$ cat config.mk
export PLATFORM = sky130hd
export DESIGN_NAME = dcffs_top
export DESIGN_NICKNAME = d
export VERILOG_FILES = /design/src/dcffs_fifo.v /design/src/dcffs_top.v
export VERILOG_INCLUDE_DIRS = /design/src /design/src/common
export SDC_FILE = /design/constraint.sdc
export NUM_CORES = 1
export LEC_CHECK = 0
export ABC_AREA = 1
export BUFFER_PORTS_ARGS = -buffer_cell sky130_fd_sc_hd__clkbuf_2
export CAP_MARGIN = 20
export CELL_PAD_IN_SITES_DETAIL_PLACEMENT = 0
export CELL_PAD_IN_SITES_GLOBAL_PLACEMENT = 1
export CORE_ASPECT_RATIO = 1.25
export CORE_MARGIN = 2
export CORE_UTILIZATION = 48
export CTS_CLUSTER_DIAMETER = 50
export DETAILED_ROUTE_END_ITERATION = 12
export GPL_TIMING_DRIVEN = 1
export PLACE_DENSITY_LB_ADDON = 0.1
export SYNTH_ARGS = -nofsm -noshare
export SYNTH_HDL_FRONTEND = slang
export SYNTH_SLANG_ARGS = --single-unit
$ cat constraint.sdc
create_clock -name CLK_I -period 6 [get_ports CLK_I]
set_input_delay 1.2 -clock CLK_I [delete_from_list [all_inputs] [get_ports CLK_I]]
set_output_delay 1.2 -clock CLK_I [all_outputs]
set_load 0.01 [all_outputs]
$ cat src/common/dcffs_defines.vh
// constants for the flag-synchronised nine-bit fifo block
// assumes one 100 MHz clock and an avalon-mm master with waitrequest
// Contract
// full flag clears one write edge after read; the code clears it on the third edge after the read edge
// empty flag clears after write crosses over
// clocks may run freely while reset held
// data outputs low after reset, enable-gated
// second pin high at reset: write enable
// second pin low at reset: offset load
// first word reaches reader in bounded cycles
// first word readable after empty clears
// empty flag made in reader domain
// full flag made in writer domain
// reset empties fifo; reset before use
// pointers cross as gray through two flops
`ifndef DCFFS_DEFINES_VH
`define DCFFS_DEFINES_VH

`define DCFFS_WIDTH 9
`define DCFFS_DEPTH 8
`define DCFFS_AW 3

`define DCFFS_CLK_NS 10
`define DCFFS_FULL_SKEW_NS 5
`define DCFFS_EMPTY_SKEW_NS 10
`define DCFFS_FULL_SKEW_CYC \
  ((`DCFFS_FULL_SKEW_NS + `DCFFS_CLK_NS - 1) / `DCFFS_CLK_NS)
`define DCFFS_EMPTY_SKEW_CYC \
  ((`DCFFS_EMPTY_SKEW_NS + `DCFFS_CLK_NS - 1) / `DCFFS_CLK_NS)

`define DCFFS_ADDR_W 4
`define DCFFS_DATA_W 32
`define DCFFS_CTRL_ADDR 4'h0
`define DCFFS_STATUS_ADDR 4'h4
`define DCFFS_OFFSET_ADDR 4'h8

`define DCFFS_CTRL_W 2
`define DCFFS_CTRL_RST 2'h0
`define DCFFS_CTRL_WINH 0
`define DCFFS_CTRL_RINH 1

`define DCFFS_ST_EMPTY_N 0
`define DCFFS_ST_FULL_N 1
`define DCFFS_ST_TWO_EN 2
`define DCFFS_ST_PENDING 3

`define DCFFS_OFS_COUNT 4
`define DCFFS_OFS_SEL_W 2
`define DCFFS_OFS_W 8
`define DCFFS_OFS_RST 8'h07
`define DCFFS_SEL_RST 2'h0

`endif

$ cat src/dcffs_fifo.v
// gray-pointer fifo with two-flop pointer crossings
// assumes one clock; both pointer paths still cross through synchronisers
`timescale 1ns/100ps
`default_nettype none
module dcffs_fifo #(
  parameter WIDTH = 9,
  parameter DEPTH = 8,
  parameter AW = 3
) (
  input wire clk_i,
  input wire rst_b_i,
  input wire in_valid_i,
  output wire in_ready_o,
  input wire [WIDTH-1:0] in_data_i,
  output wire out_valid_o,
  input wire out_ready_i,
  output wire [WIDTH-1:0] out_data_o,
  output wire full_o,
  output wire empty_o
);
  reg [WIDTH-1:0] mem [0:DEPTH-1];
  reg [AW:0] wbin_reg;
  reg [AW:0] wgray_reg;
  reg [AW:0] rbin_reg;
  reg [AW:0] rgray_reg;
  reg [AW:0] rgray_s1_reg;
  reg [AW:0] rgray_s2_reg;
  reg [AW:0] wgray_s1_reg;
  reg [AW:0] wgray_s2_reg;
  wire [AW:0] wbin_next;
  wire [AW:0] rbin_next;
  wire push;
  wire pop;

  // full seen on the writer side against the synced reader pointer
  assign full_o = (wgray_reg ==
    {~rgray_s2_reg[AW:AW-1], rgray_s2_reg[AW-2:0]});
  // empty seen on the reader side against the synced writer pointer
  assign empty_o = (rgray_reg == wgray_s2_reg);
  assign in_ready_o = ~full_o;
  assign out_valid_o = ~empty_o;
  // head word shown before the pop, so it is ready once empty clears
  assign out_data_o = mem[rbin_reg[AW-1:0]];
  assign push = in_valid_i & ~full_o;
  assign pop = out_ready_i & ~empty_o;
  assign wbin_next = wbin_reg + {{AW{1'b0}}, 1'b1};
  assign rbin_next = rbin_reg + {{AW{1'b0}}, 1'b1};

  always @(posedge clk_i) begin
    if (push) begin
      mem[wbin_reg[AW-1:0]] <= in_data_i;
    end
  end

  always @(posedge clk_i or negedge rst_b_i) begin
    if (!rst_b_i) begin
      wbin_reg <= {(AW+1){1'b0}};
      wgray_reg <= {(AW+1){1'b0}};
      rbin_reg <= {(AW+1){1'b0}};
      rgray_reg <= {(AW+1){1'b0}};
    end else begin
      if (push) begin
        wbin_reg <= wbin_next;
        wgray_reg <= wbin_next ^ (wbin_next >> 1);
      end
      if (pop) begin
        rbin_reg <= rbin_next;
        rgray_reg <= rbin_next ^ (rbin_next >> 1);
      end
    end
  end

  // two stages each way; this is the fixed two-cycle flag slack
  always @(posedge clk_i or negedge rst_b_i) begin
    if (!rst_b_i) begin
      rgray_s1_reg <= {(AW+1){1'b0}};
      rgray_s2_reg <= {(AW+1){1'b0}};
      wgray_s1_reg <= {(AW+1){1'b0}};
      wgray_s2_reg <= {(AW+1){1'b0}};
    end else begin
      rgray_s1_reg <= rgray_reg;
      rgray_s2_reg <= rgray_s1_reg;
      wgray_s1_reg <= wgray_reg;
      wgray_s2_reg <= wgray_s1_reg; // , see
    end
  end
endmodule
`default_nettype wire

$ cat src/dcffs_top.v
// nine-bit fifo with strapped second-enable/load pin and avalon registers
// assumes pins synchronous to CLK_I and no traffic until the
// first edge after reset release has caught the strap
//
// The register offsets and register access over Avalon-MM were left to the implementer.
`timescale 1ns/100ps
`default_nettype none
`include "dcffs_defines.vh"
module dcffs_top (
  input wire CLK_I,
  input wire RST_B_I,
  input wire [`DCFFS_WIDTH-1:0] WR_DATA_I,
  input wire WR_EN_N_I,
  input wire SECOND_WRITE_ENABLE_OR_LOAD_I,
  output reg FULL_FLAG_N_O,
  input wire RD_EN_N_I,
  input wire OUT_ENABLE_N_I,
  output reg [`DCFFS_WIDTH-1:0] RD_DATA_O,
  output reg RD_DATA_OE_N_O,
  output reg RD_VALID_O,
  output reg EMPTY_FLAG_N_O,
  input wire [`DCFFS_ADDR_W-1:0] AVS_ADDRESS_I,
  input wire AVS_READ_I,
  input wire AVS_WRITE_I,
  input wire [`DCFFS_DATA_W-1:0] AVS_WRITEDATA_I,
  input wire [3:0] AVS_BYTEENABLE_I,
  output reg [`DCFFS_DATA_W-1:0] AVS_READDATA_O,
  output reg AVS_WAITREQUEST_O
);
  reg cfg_pending_reg;
  reg two_enable_mode_reg;
  reg [`DCFFS_CTRL_W-1:0] ctrl_reg;
  reg [`DCFFS_OFS_SEL_W-1:0] load_wr_sel_reg;
  reg [`DCFFS_OFS_SEL_W-1:0] load_rd_sel_reg;
  reg [`DCFFS_DATA_W-1:0] rdata_next;
  wire [`DCFFS_OFS_W-1:0] offset_val [0:`DCFFS_OFS_COUNT-1];
  wire load_active;
  wire wr_strobe;
  wire rd_strobe;
  wire fifo_wr_req;
  wire fifo_rd_req;
  wire load_wr;
  wire load_rd;
  wire fifo_in_ready;
  wire fifo_out_valid;
  wire [`DCFFS_WIDTH-1:0] fifo_out_data;
  wire fifo_full;
  wire fifo_empty;
  wire bus_req;
  wire bus_ack;
  wire [`DCFFS_OFS_SEL_W-1:0] load_wr_sel_next;
  wire [`DCFFS_OFS_SEL_W-1:0] load_rd_sel_next;

  // strap capture: the pin is read at the first edge after release,
  // since an async-reset flop may only load a constant
  always @(posedge CLK_I or negedge RST_B_I) begin
    if (!RST_B_I) begin
      cfg_pending_reg <= 1'b1;
      two_enable_mode_reg <= 1'b1;
    end else if (cfg_pending_reg) begin
      cfg_pending_reg <= 1'b0;
      two_enable_mode_reg <= SECOND_WRITE_ENABLE_OR_LOAD_I;
    end
  end

  // load mode and pin low: offset register access instead of fifo
  assign load_active = ~two_enable_mode_reg &
    ~SECOND_WRITE_ENABLE_OR_LOAD_I;
  // no traffic before the strap is caught
  assign wr_strobe = ~cfg_pending_reg & ~WR_EN_N_I &
    ~ctrl_reg[`DCFFS_CTRL_WINH];
  assign rd_strobe = ~cfg_pending_reg & ~RD_EN_N_I &
    ~ctrl_reg[`DCFFS_CTRL_RINH];
  // pin high is both the second enable and the "not loading" level
  assign fifo_wr_req = wr_strobe & SECOND_WRITE_ENABLE_OR_LOAD_I;
  assign load_wr = wr_strobe & load_active;
  // reads follow the pin flag, so no word leaves before empty clears
  assign fifo_rd_req = rd_strobe & ~load_active & EMPTY_FLAG_N_O;
  assign load_rd = rd_strobe & load_active;

  dcffs_fifo #(
    .WIDTH(`DCFFS_WIDTH),
    .DEPTH(`DCFFS_DEPTH),
    .AW(`DCFFS_AW)
  ) u_fifo (
    .clk_i(CLK_I),
    .rst_b_i(RST_B_I),
    .in_valid_i(fifo_wr_req),
    .in_ready_o(fifo_in_ready),
    .in_data_i(WR_DATA_I),
    .out_valid_o(fifo_out_valid),
    .out_ready_i(fifo_rd_req),
    .out_data_o(fifo_out_data),
    .full_o(fifo_full),
    .empty_o(fifo_empty)
  );

  // flags are flops off the synced comparisons; the writer sees full,
  // the reader sees empty, each from its own pointer crossing
  always @(posedge CLK_I or negedge RST_B_I) begin
    if (!RST_B_I) begin
      FULL_FLAG_N_O <= 1'b1;
      EMPTY_FLAG_N_O <= 1'b0;
    end else begin
      FULL_FLAG_N_O <= fifo_in_ready; // , see
      EMPTY_FLAG_N_O <= fifo_out_valid; // , see, see
    end
  end

  // offset load sequence wraps after the fourth register
  assign load_wr_sel_next = load_wr_sel_reg + {{(`DCFFS_OFS_SEL_W-1){1'b0}},
    1'b1};
  assign load_rd_sel_next = load_rd_sel_reg + {{(`DCFFS_OFS_SEL_W-1){1'b0}},
    1'b1};

  always @(posedge CLK_I or negedge RST_B_I) begin
    if (!RST_B_I) begin
      load_wr_sel_reg <= `DCFFS_SEL_RST;
      load_rd_sel_reg <= `DCFFS_SEL_RST;
    end else begin
      if (load_wr) begin
        load_wr_sel_reg <= load_wr_sel_next;
      end
      if (load_rd) begin
        load_rd_sel_reg <= load_rd_sel_next;
      end
    end
  end

  genvar gi;
  generate
    for (gi = 0; gi < `DCFFS_OFS_COUNT; gi = gi + 1) begin : g_ofs
      reg [`DCFFS_OFS_W-1:0] ofs_reg;
      always @(posedge CLK_I or negedge RST_B_I) begin
        if (!RST_B_I) begin
          ofs_reg <= `DCFFS_OFS_RST;
        end else if (load_wr && (load_wr_sel_reg == gi)) begin
          ofs_reg <= WR_DATA_I[`DCFFS_OFS_W-1:0];
        end
      end
      assign offset_val[gi] = ofs_reg;
    end
  endgenerate

  // read port: last word is held when empty, so underflow is harmless
  always @(posedge CLK_I or negedge RST_B_I) begin
    if (!RST_B_I) begin
      RD_DATA_O <= {`DCFFS_WIDTH{1'b0}};
      RD_VALID_O <= 1'b0;
      RD_DATA_OE_N_O <= 1'b1;
    end else begin
      RD_DATA_OE_N_O <= OUT_ENABLE_N_I;
      if (fifo_rd_req && fifo_out_valid) begin
        RD_DATA_O <= fifo_out_data;
        RD_VALID_O <= 1'b1;
      end else if (load_rd) begin
        RD_DATA_O <= {1'b0, offset_val[load_rd_sel_reg]};
        RD_VALID_O <= 1'b1;
      end else begin
        RD_VALID_O <= 1'b0;
      end
    end
  end

  // avalon slave: one wait cycle per request, effect at the ack edge
  assign bus_req = AVS_READ_I | AVS_WRITE_I;
  assign bus_ack = bus_req & ~AVS_WAITREQUEST_O;

  always @* begin
    rdata_next = {`DCFFS_DATA_W{1'b0}};
    if (AVS_ADDRESS_I == `DCFFS_CTRL_ADDR) begin
      rdata_next[`DCFFS_CTRL_W-1:0] = ctrl_reg;
    end else if (AVS_ADDRESS_I == `DCFFS_STATUS_ADDR) begin
      rdata_next[`DCFFS_ST_EMPTY_N] = EMPTY_FLAG_N_O;
      rdata_next[`DCFFS_ST_FULL_N] = FULL_FLAG_N_O;
      rdata_next[`DCFFS_ST_TWO_EN] = two_enable_mode_reg;
      rdata_next[`DCFFS_ST_PENDING] = cfg_pending_reg;
    end else if (AVS_ADDRESS_I == `DCFFS_OFFSET_ADDR) begin
      rdata_next = {offset_val[3], offset_val[2], offset_val[1],
        offset_val[0]};
    end
  end

  always @(posedge CLK_I or negedge RST_B_I) begin
    if (!RST_B_I) begin
      AVS_WAITREQUEST_O <= 1'b1;
      AVS_READDATA_O <= {`DCFFS_DATA_W{1'b0}};
      ctrl_reg <= `DCFFS_CTRL_RST;
    end else begin
      if (bus_req && AVS_WAITREQUEST_O) begin
        AVS_WAITREQUEST_O <= 1'b0;
        AVS_READDATA_O <= rdata_next;
      end else begin
        AVS_WAITREQUEST_O <= 1'b1;
      end
      // unmapped writes are dropped, unmapped reads return zero
      if (bus_ack && AVS_WRITE_I && AVS_BYTEENABLE_I[0] &&
          (AVS_ADDRESS_I == `DCFFS_CTRL_ADDR)) begin
        ctrl_reg <= AVS_WRITEDATA_I[`DCFFS_CTRL_W-1:0];
      end
    end
  end
endmodule
`default_nettype wire
==> flow_summary.ini, run 1 <==
[run_status]
outcome = finished clean

[global_routing]
grtUsageMet2_pct = 37.0
grtUsageMet3_pct = 3.51
grt_max_degree = 61
grtUsageMet1_pct = 27.4
antenna_found_initial = 0
top_usage_layer = met2
grtUsageTotal_pct = 21.4
overflow = 0
grt_pass1_wl_microns = 29300
grt_pass1_vias = 5522

[timing]
hold_violations = 0
tightestPinTransition_ns = 1.05
fin_crit_sh_pct = 43.7
finalCriticalPeriod_ns = 2.62
max_slew_margin_pct = 30.0
whs_ns = 0.350
maxSlewViolCount = 0
setup_viol = 0
timing.fmax_mhz = 381
finalSetupTns_ns = 0
skew_ns = 0.00866
rsz0062_at_grt = no

[clock_network]
clock_path_buffers = 2
post_cts_resize_count = 0
clock_latency_ns = 0.43
htree_levels = 4
post_cts_buffers = 0
ctsHoldBuffers = 0
cts_tree = built
cts.sinks = 188
numCtsBuffers = 17
cts-root-buf = clkbuf_16
clk_pin_slew_ns = 0.07

[worst_setup_path]
crit_required_ns = 6.05
cp-start-kind = primary input
slowest_delay_ns = 0.82
cp_num_cells = 6
worstPathBufferInverterCount = 1
rr_startpoint = u_fifo.rbin_reg[1]
crit_slowest_cell = nor2_1
critPathMaxFanout = 18
r2r_end = RD_DATA_O[4]
critPathKind = in2reg
reg2reg_depth = 9
endpoint = u_fifo.mem[6][8]
crit_start = WR_EN_N_I
reg2reg_slack_ns = 3.64
cp.arrival_ns = 2.67
end_kind = register
crit_chain = clkbuf_2 > nor2_2 > nand2_2 > nor2_4 > nand2_4 > nor2_1
critPathTopFamily = simple AND/OR/NAND/NOR gates

[drt]
via_per_inst = 5.05
wire_per_inst_microns = 16.4
drtPass1Iterations = 5
wirelength_microns = 18400
ant_nets = 0
drt_iter0_markers = 406
drc = 0
vias = 5653

[die]
core_area_sq_mm = 0.0168
die_h_microns = 150
ios = 103
row_count = 53
die_w_microns = 121
initial_core_util_pct = 48.7
die-area_sq_mm = 0.0181

[power]
p_per_area_mw_per_mm2 = 402
power.internal_mw = 2.44
pwr-share-seq_pct = 45.4
clock_power_share_pct = 30.5
swShare_pct = 34.2
ir_worst_vdd_mv = 0.148
cellLeakagePower_nw = 4.23
pwr-share-comb_pct = 24.1
switchingPower_mw = 1.27

[run]
maxCapViolCount = 0

[finish]
fillers = 1530
nNetsFinal = 949
utilization_pct = 55.1
diodes = 0
largest_reg_flops = 72
mostFrequentLayoutCells = 228 x nand2_1, 99 x dfrtp_1, 85 x inv_1
area_delta_synth_final_pct = 13.1
drive_gt1_share_pct = 19.0
final_common_cell = nand2_1

[synth]
synth_top_area_share_pct = 30.3
ys_warn_count = 0
avgSynthCellArea_sq_um = 9.91
synth_cells = 825
synthDistinctLibCells = 33
synth_seq_cells = 188
yosysSeqAreaShare_pct = 62.2
ys_top_cells_by_area = dfrtp_1 30%, edfxtp_1 26%, nand2_1 10%
synth_area_sq_mm = 0.00818
syn-num-nets = 888
synth_area_leader_cell = dfrtp_1

[placed_design]
place_congestion = 0.760
port-buffer-count = 69
hpwl_microns = 12100

[min_path]
hold_path_class = reg2reg
## power groups by stage
stage	clock, mW	sequential (mW)	combinational [mW]
5_1_grt	1.20	1.71	1.03
3_5_place_dp	0	1.71	0.897
4_1_cts	1.15	1.69	0.902
6_report	1.13	1.69	0.894
3_3_place_gp	0	1.71	0.879
2_1_floorplan	0	1.63	0.720
## layer usage
metal  share of wire (%)  up-vias
li1                    -     2782
met2                  52      114
met5                   0        -
met4                 1.5        0
met3                 4.0       21
met1                  42     2736
## synthesized netlist by cell type, drive strengths merged
master	n
or2	1
clkinv	2
nor3	6
ha	6
conb	1
inv	90
o211ai	9
nand3b	5
nand4	2
edfxtp	72
nand2	240
xor2	15
dfstp	17
nor2	59
o21ai	118
buf	26
a21oi	5
dfrtp	99
clkbuf	8
nor4	1
xnor2	2
nand3	41
## cells by family after synthesis
| logic type | Yosys count | synth area share (%) |
|---|---|---|
| and+or+nand+nor | 355 | 18.8 |
| xor gates and xnor gates | 17 | 1.82 |
| DFF | 188 | 62.2 |
| adders and majority gates | 6 | 0.918 |
| buffers and inverters | 126 | 7.01 |
| other | 1 | 0.0459 |
| AOI/OAI and AO/OA | 132 | 9.18 |
## how the worst min path moves through the flow
stage                                         to  depth (start not counted)  slack (ns)                    from
after global routing      u_fifo.wgray_s2_reg[0]                          0        0.36  u_fifo.wgray_s1_reg[0]
after detailed placement  u_fifo.wgray_s2_reg[1]                          0        0.33  u_fifo.wgray_s1_reg[1]
after floorplan           u_fifo.rgray_s2_reg[0]                          0        0.33  u_fifo.rgray_s1_reg[0]
final                     u_fifo.wgray_s2_reg[0]                          0        0.35  u_fifo.wgray_s1_reg[0]
after global placement    u_fifo.wgray_s2_reg[2]                          0        0.33  u_fifo.wgray_s1_reg[2]
after CTS                 u_fifo.wgray_s2_reg[1]                          0        0.35  u_fifo.wgray_s1_reg[1]
## layout make-up
class                   instances  area (sq um)  share of cell area, %
multi-input cells             511          2540                   27.4
flip-flops and latches        188          5090                   55.0
well taps                     220           275                   2.98
clock inverters                15           163                   1.76
repair buffers                 76           408                   4.41
clock buffers                  17           425                   4.60
inverters                      92           350                   3.79
## per-stage QoR
step           power, mW  area (sq um)  std cells  setup slack [ns]
4_1_cts             3.74          9230       1118              3.38
3_3_place_gp        2.59          8640       1086              2.93
3_5_place_dp        2.61          8640       1086              2.92
2_1_floorplan       2.35          8180        825              3.17
5_1_grt             3.94          9250       1119              3.25
6_report            3.71          9250       1119              3.38
Power figures use the tool's default switching activity.
==> run 2, diff against run 1 <==
- CORE_UTILIZATION: 48 -> 41
- clock period: 6 -> 2.15 ns (I/O delays scaled with it)
==> flow_summary.ini, run 2 (synthesized netlist as in run 1, its figures left out) <==
[die]
core_area_sq_mm = 0.0195
row_count = 57
initial_core_util_pct = 42.0
die_h_microns = 162
die_w_microns = 130
die-area_sq_mm = 0.0211
ios = 103

[drt]
vias = 5638
drtPass1Iterations = 4
drt_iter0_markers = 302
wire_per_inst_microns = 15.6
wirelength_microns = 18500
ant_nets = 0
drc = 0
via_per_inst = 4.77

[worst_setup_path]
worstPathBufferInverterCount = 1
crit_slowest_cell = dfstp_2
crit_chain = nor2_2 > nand2_2 > nor2_4 > nand2_4 > nor3_1 > buf_4
critPathKind = reg2reg
critPathMaxFanout = 18
critPathTopFamily = simple AND/OR/NAND/NOR gates
cp-start-kind = register
end_kind = register
cp.arrival_ns = 1.82
crit_required_ns = 2.27
slowest_delay_ns = 0.40
cp_num_cells = 6
reg2reg_depth = 6

[clock_network]
clock_path_buffers = 2
cts.sinks = 188
cts_tree = built
clock_latency_ns = 0.42
cts-root-buf = clkbuf_16
htree_levels = 4
clk_pin_slew_ns = 0.08
post_cts_buffers = 0
numCtsBuffers = 17
post_cts_resize_count = 0
ctsHoldBuffers = 1

[timing]
hold_violations = 0
timing.fmax_mhz = 589
finalSetupTns_ns = 0
rsz0062_at_grt = no
setup_viol = 0
skew_ns = 0.0152
maxSlewViolCount = 0
finalCriticalPeriod_ns = 1.70
fin_crit_sh_pct = 78.9

[power]
cellLeakagePower_nw = 4.34
ir_worst_vdd_mv = 0.546
p_per_area_mw_per_mm2 = 1110
power_mw = 10.4

[global_routing]
grtUsageTotal_pct = 18.6
grt_pass1_wl_microns = 30000
antenna_found_initial = 0
overflow = 0
grt_max_degree = 42
grt_pass1_vias = 5581

[placed_design]
port-buffer-count = 69
place_congestion = 0.794
hpwl_microns = 13200

[finish]
nNetsFinal = 967
multi_input_area_sq_mm = 0.00252
fillers = 1833
final_common_cell = nand2_1
area_delta_synth_final_pct = 15.1
regArea_sq_mm = 0.00509
largest_reg_flops = 72
diodes = 0
drive_gt1_share_pct = 20.0
mostFrequentLayoutCells = 228 x nand2_1, 99 x dfrtp_1, 85 x inv_1

[min_path]
hold_path_class = in2reg
whs_path_depth = 1

[run]
maxCapViolCount = 0

[run_status]
outcome = finished clean
[run 2: cell count changes in the layout (fill, tap and decap cells not counted), sizes merged]
cell         change
dlygate4sd3      +1
clkinvlp         -6
inv              +4
buf             +17
bufinv           -1
clkbuf           +3
[run 2: final cells by class]
type,instances,share of cell area [%]
clock inverter,12,1.30
inverter,92,3.72
sequential,188,54.0
clock buffer,20,4.85
multi-input combinational,511,26.7
timing repair buffer,94,5.85
tap,265,3.52
[run 2: worst paths after layout]
kind                                         from  slack (ns)                      to
max                               cfg_pending_reg        0.45        u_fifo.mem[0][3]
max in group asynchronous                 RST_B_I        0.98          RD_DATA_OE_N_O
max reg2reg                       cfg_pending_reg        0.45        u_fifo.mem[0][3]
min                                OUT_ENABLE_N_I        0.09          RD_DATA_OE_N_O
min reg2reg                u_fifo.rgray_s1_reg[3]        0.35  u_fifo.rgray_s2_reg[3]
min in group asynchronous                 RST_B_I        0.48          EMPTY_FLAG_N_O
[run 2: metal layers]
metal / global-route usage [%] / routed length, microns / vias up
met5: 0 / 0 / -
met4: 3.91 / 83 / 0
met3: 4.02 / 649 / 4
met2: 29.8 / 8980 / 88
met1: 26.1 / 8770 / 2723
li1: - / - / 2823
[run 2: power by group]
part           switching [mW]  total (mW)  internal [mW]
clock network            1.39        3.09           1.70
logic                    1.77        2.77           1.01
registers               0.380        4.57           4.19
total                    3.54        10.4           6.90
[run 2: metrics by stage]
| stage | worst slack [ns] | std cells | utilization, % | instance area (sq um) | hold slack, ns |
|---|---|---|---|---|---|
| after floorplan | 0.0921 | 825 | - | 8180 | 0.134 |
| after global placement | 0.363 | 1149 | 45.3 | 8830 | 0.332 |
| after detailed placement | 0.353 | 1149 | 45.3 | 8830 | 0.335 |
| after CTS | 0.441 | 1182 | 48.4 | 9420 | 0.0675 |
| after global routing | 0.301 | 1182 | 48.4 | 9420 | 0.0591 |
| final | 0.453 | 1182 | 48.4 | 9420 | 0.0854 |
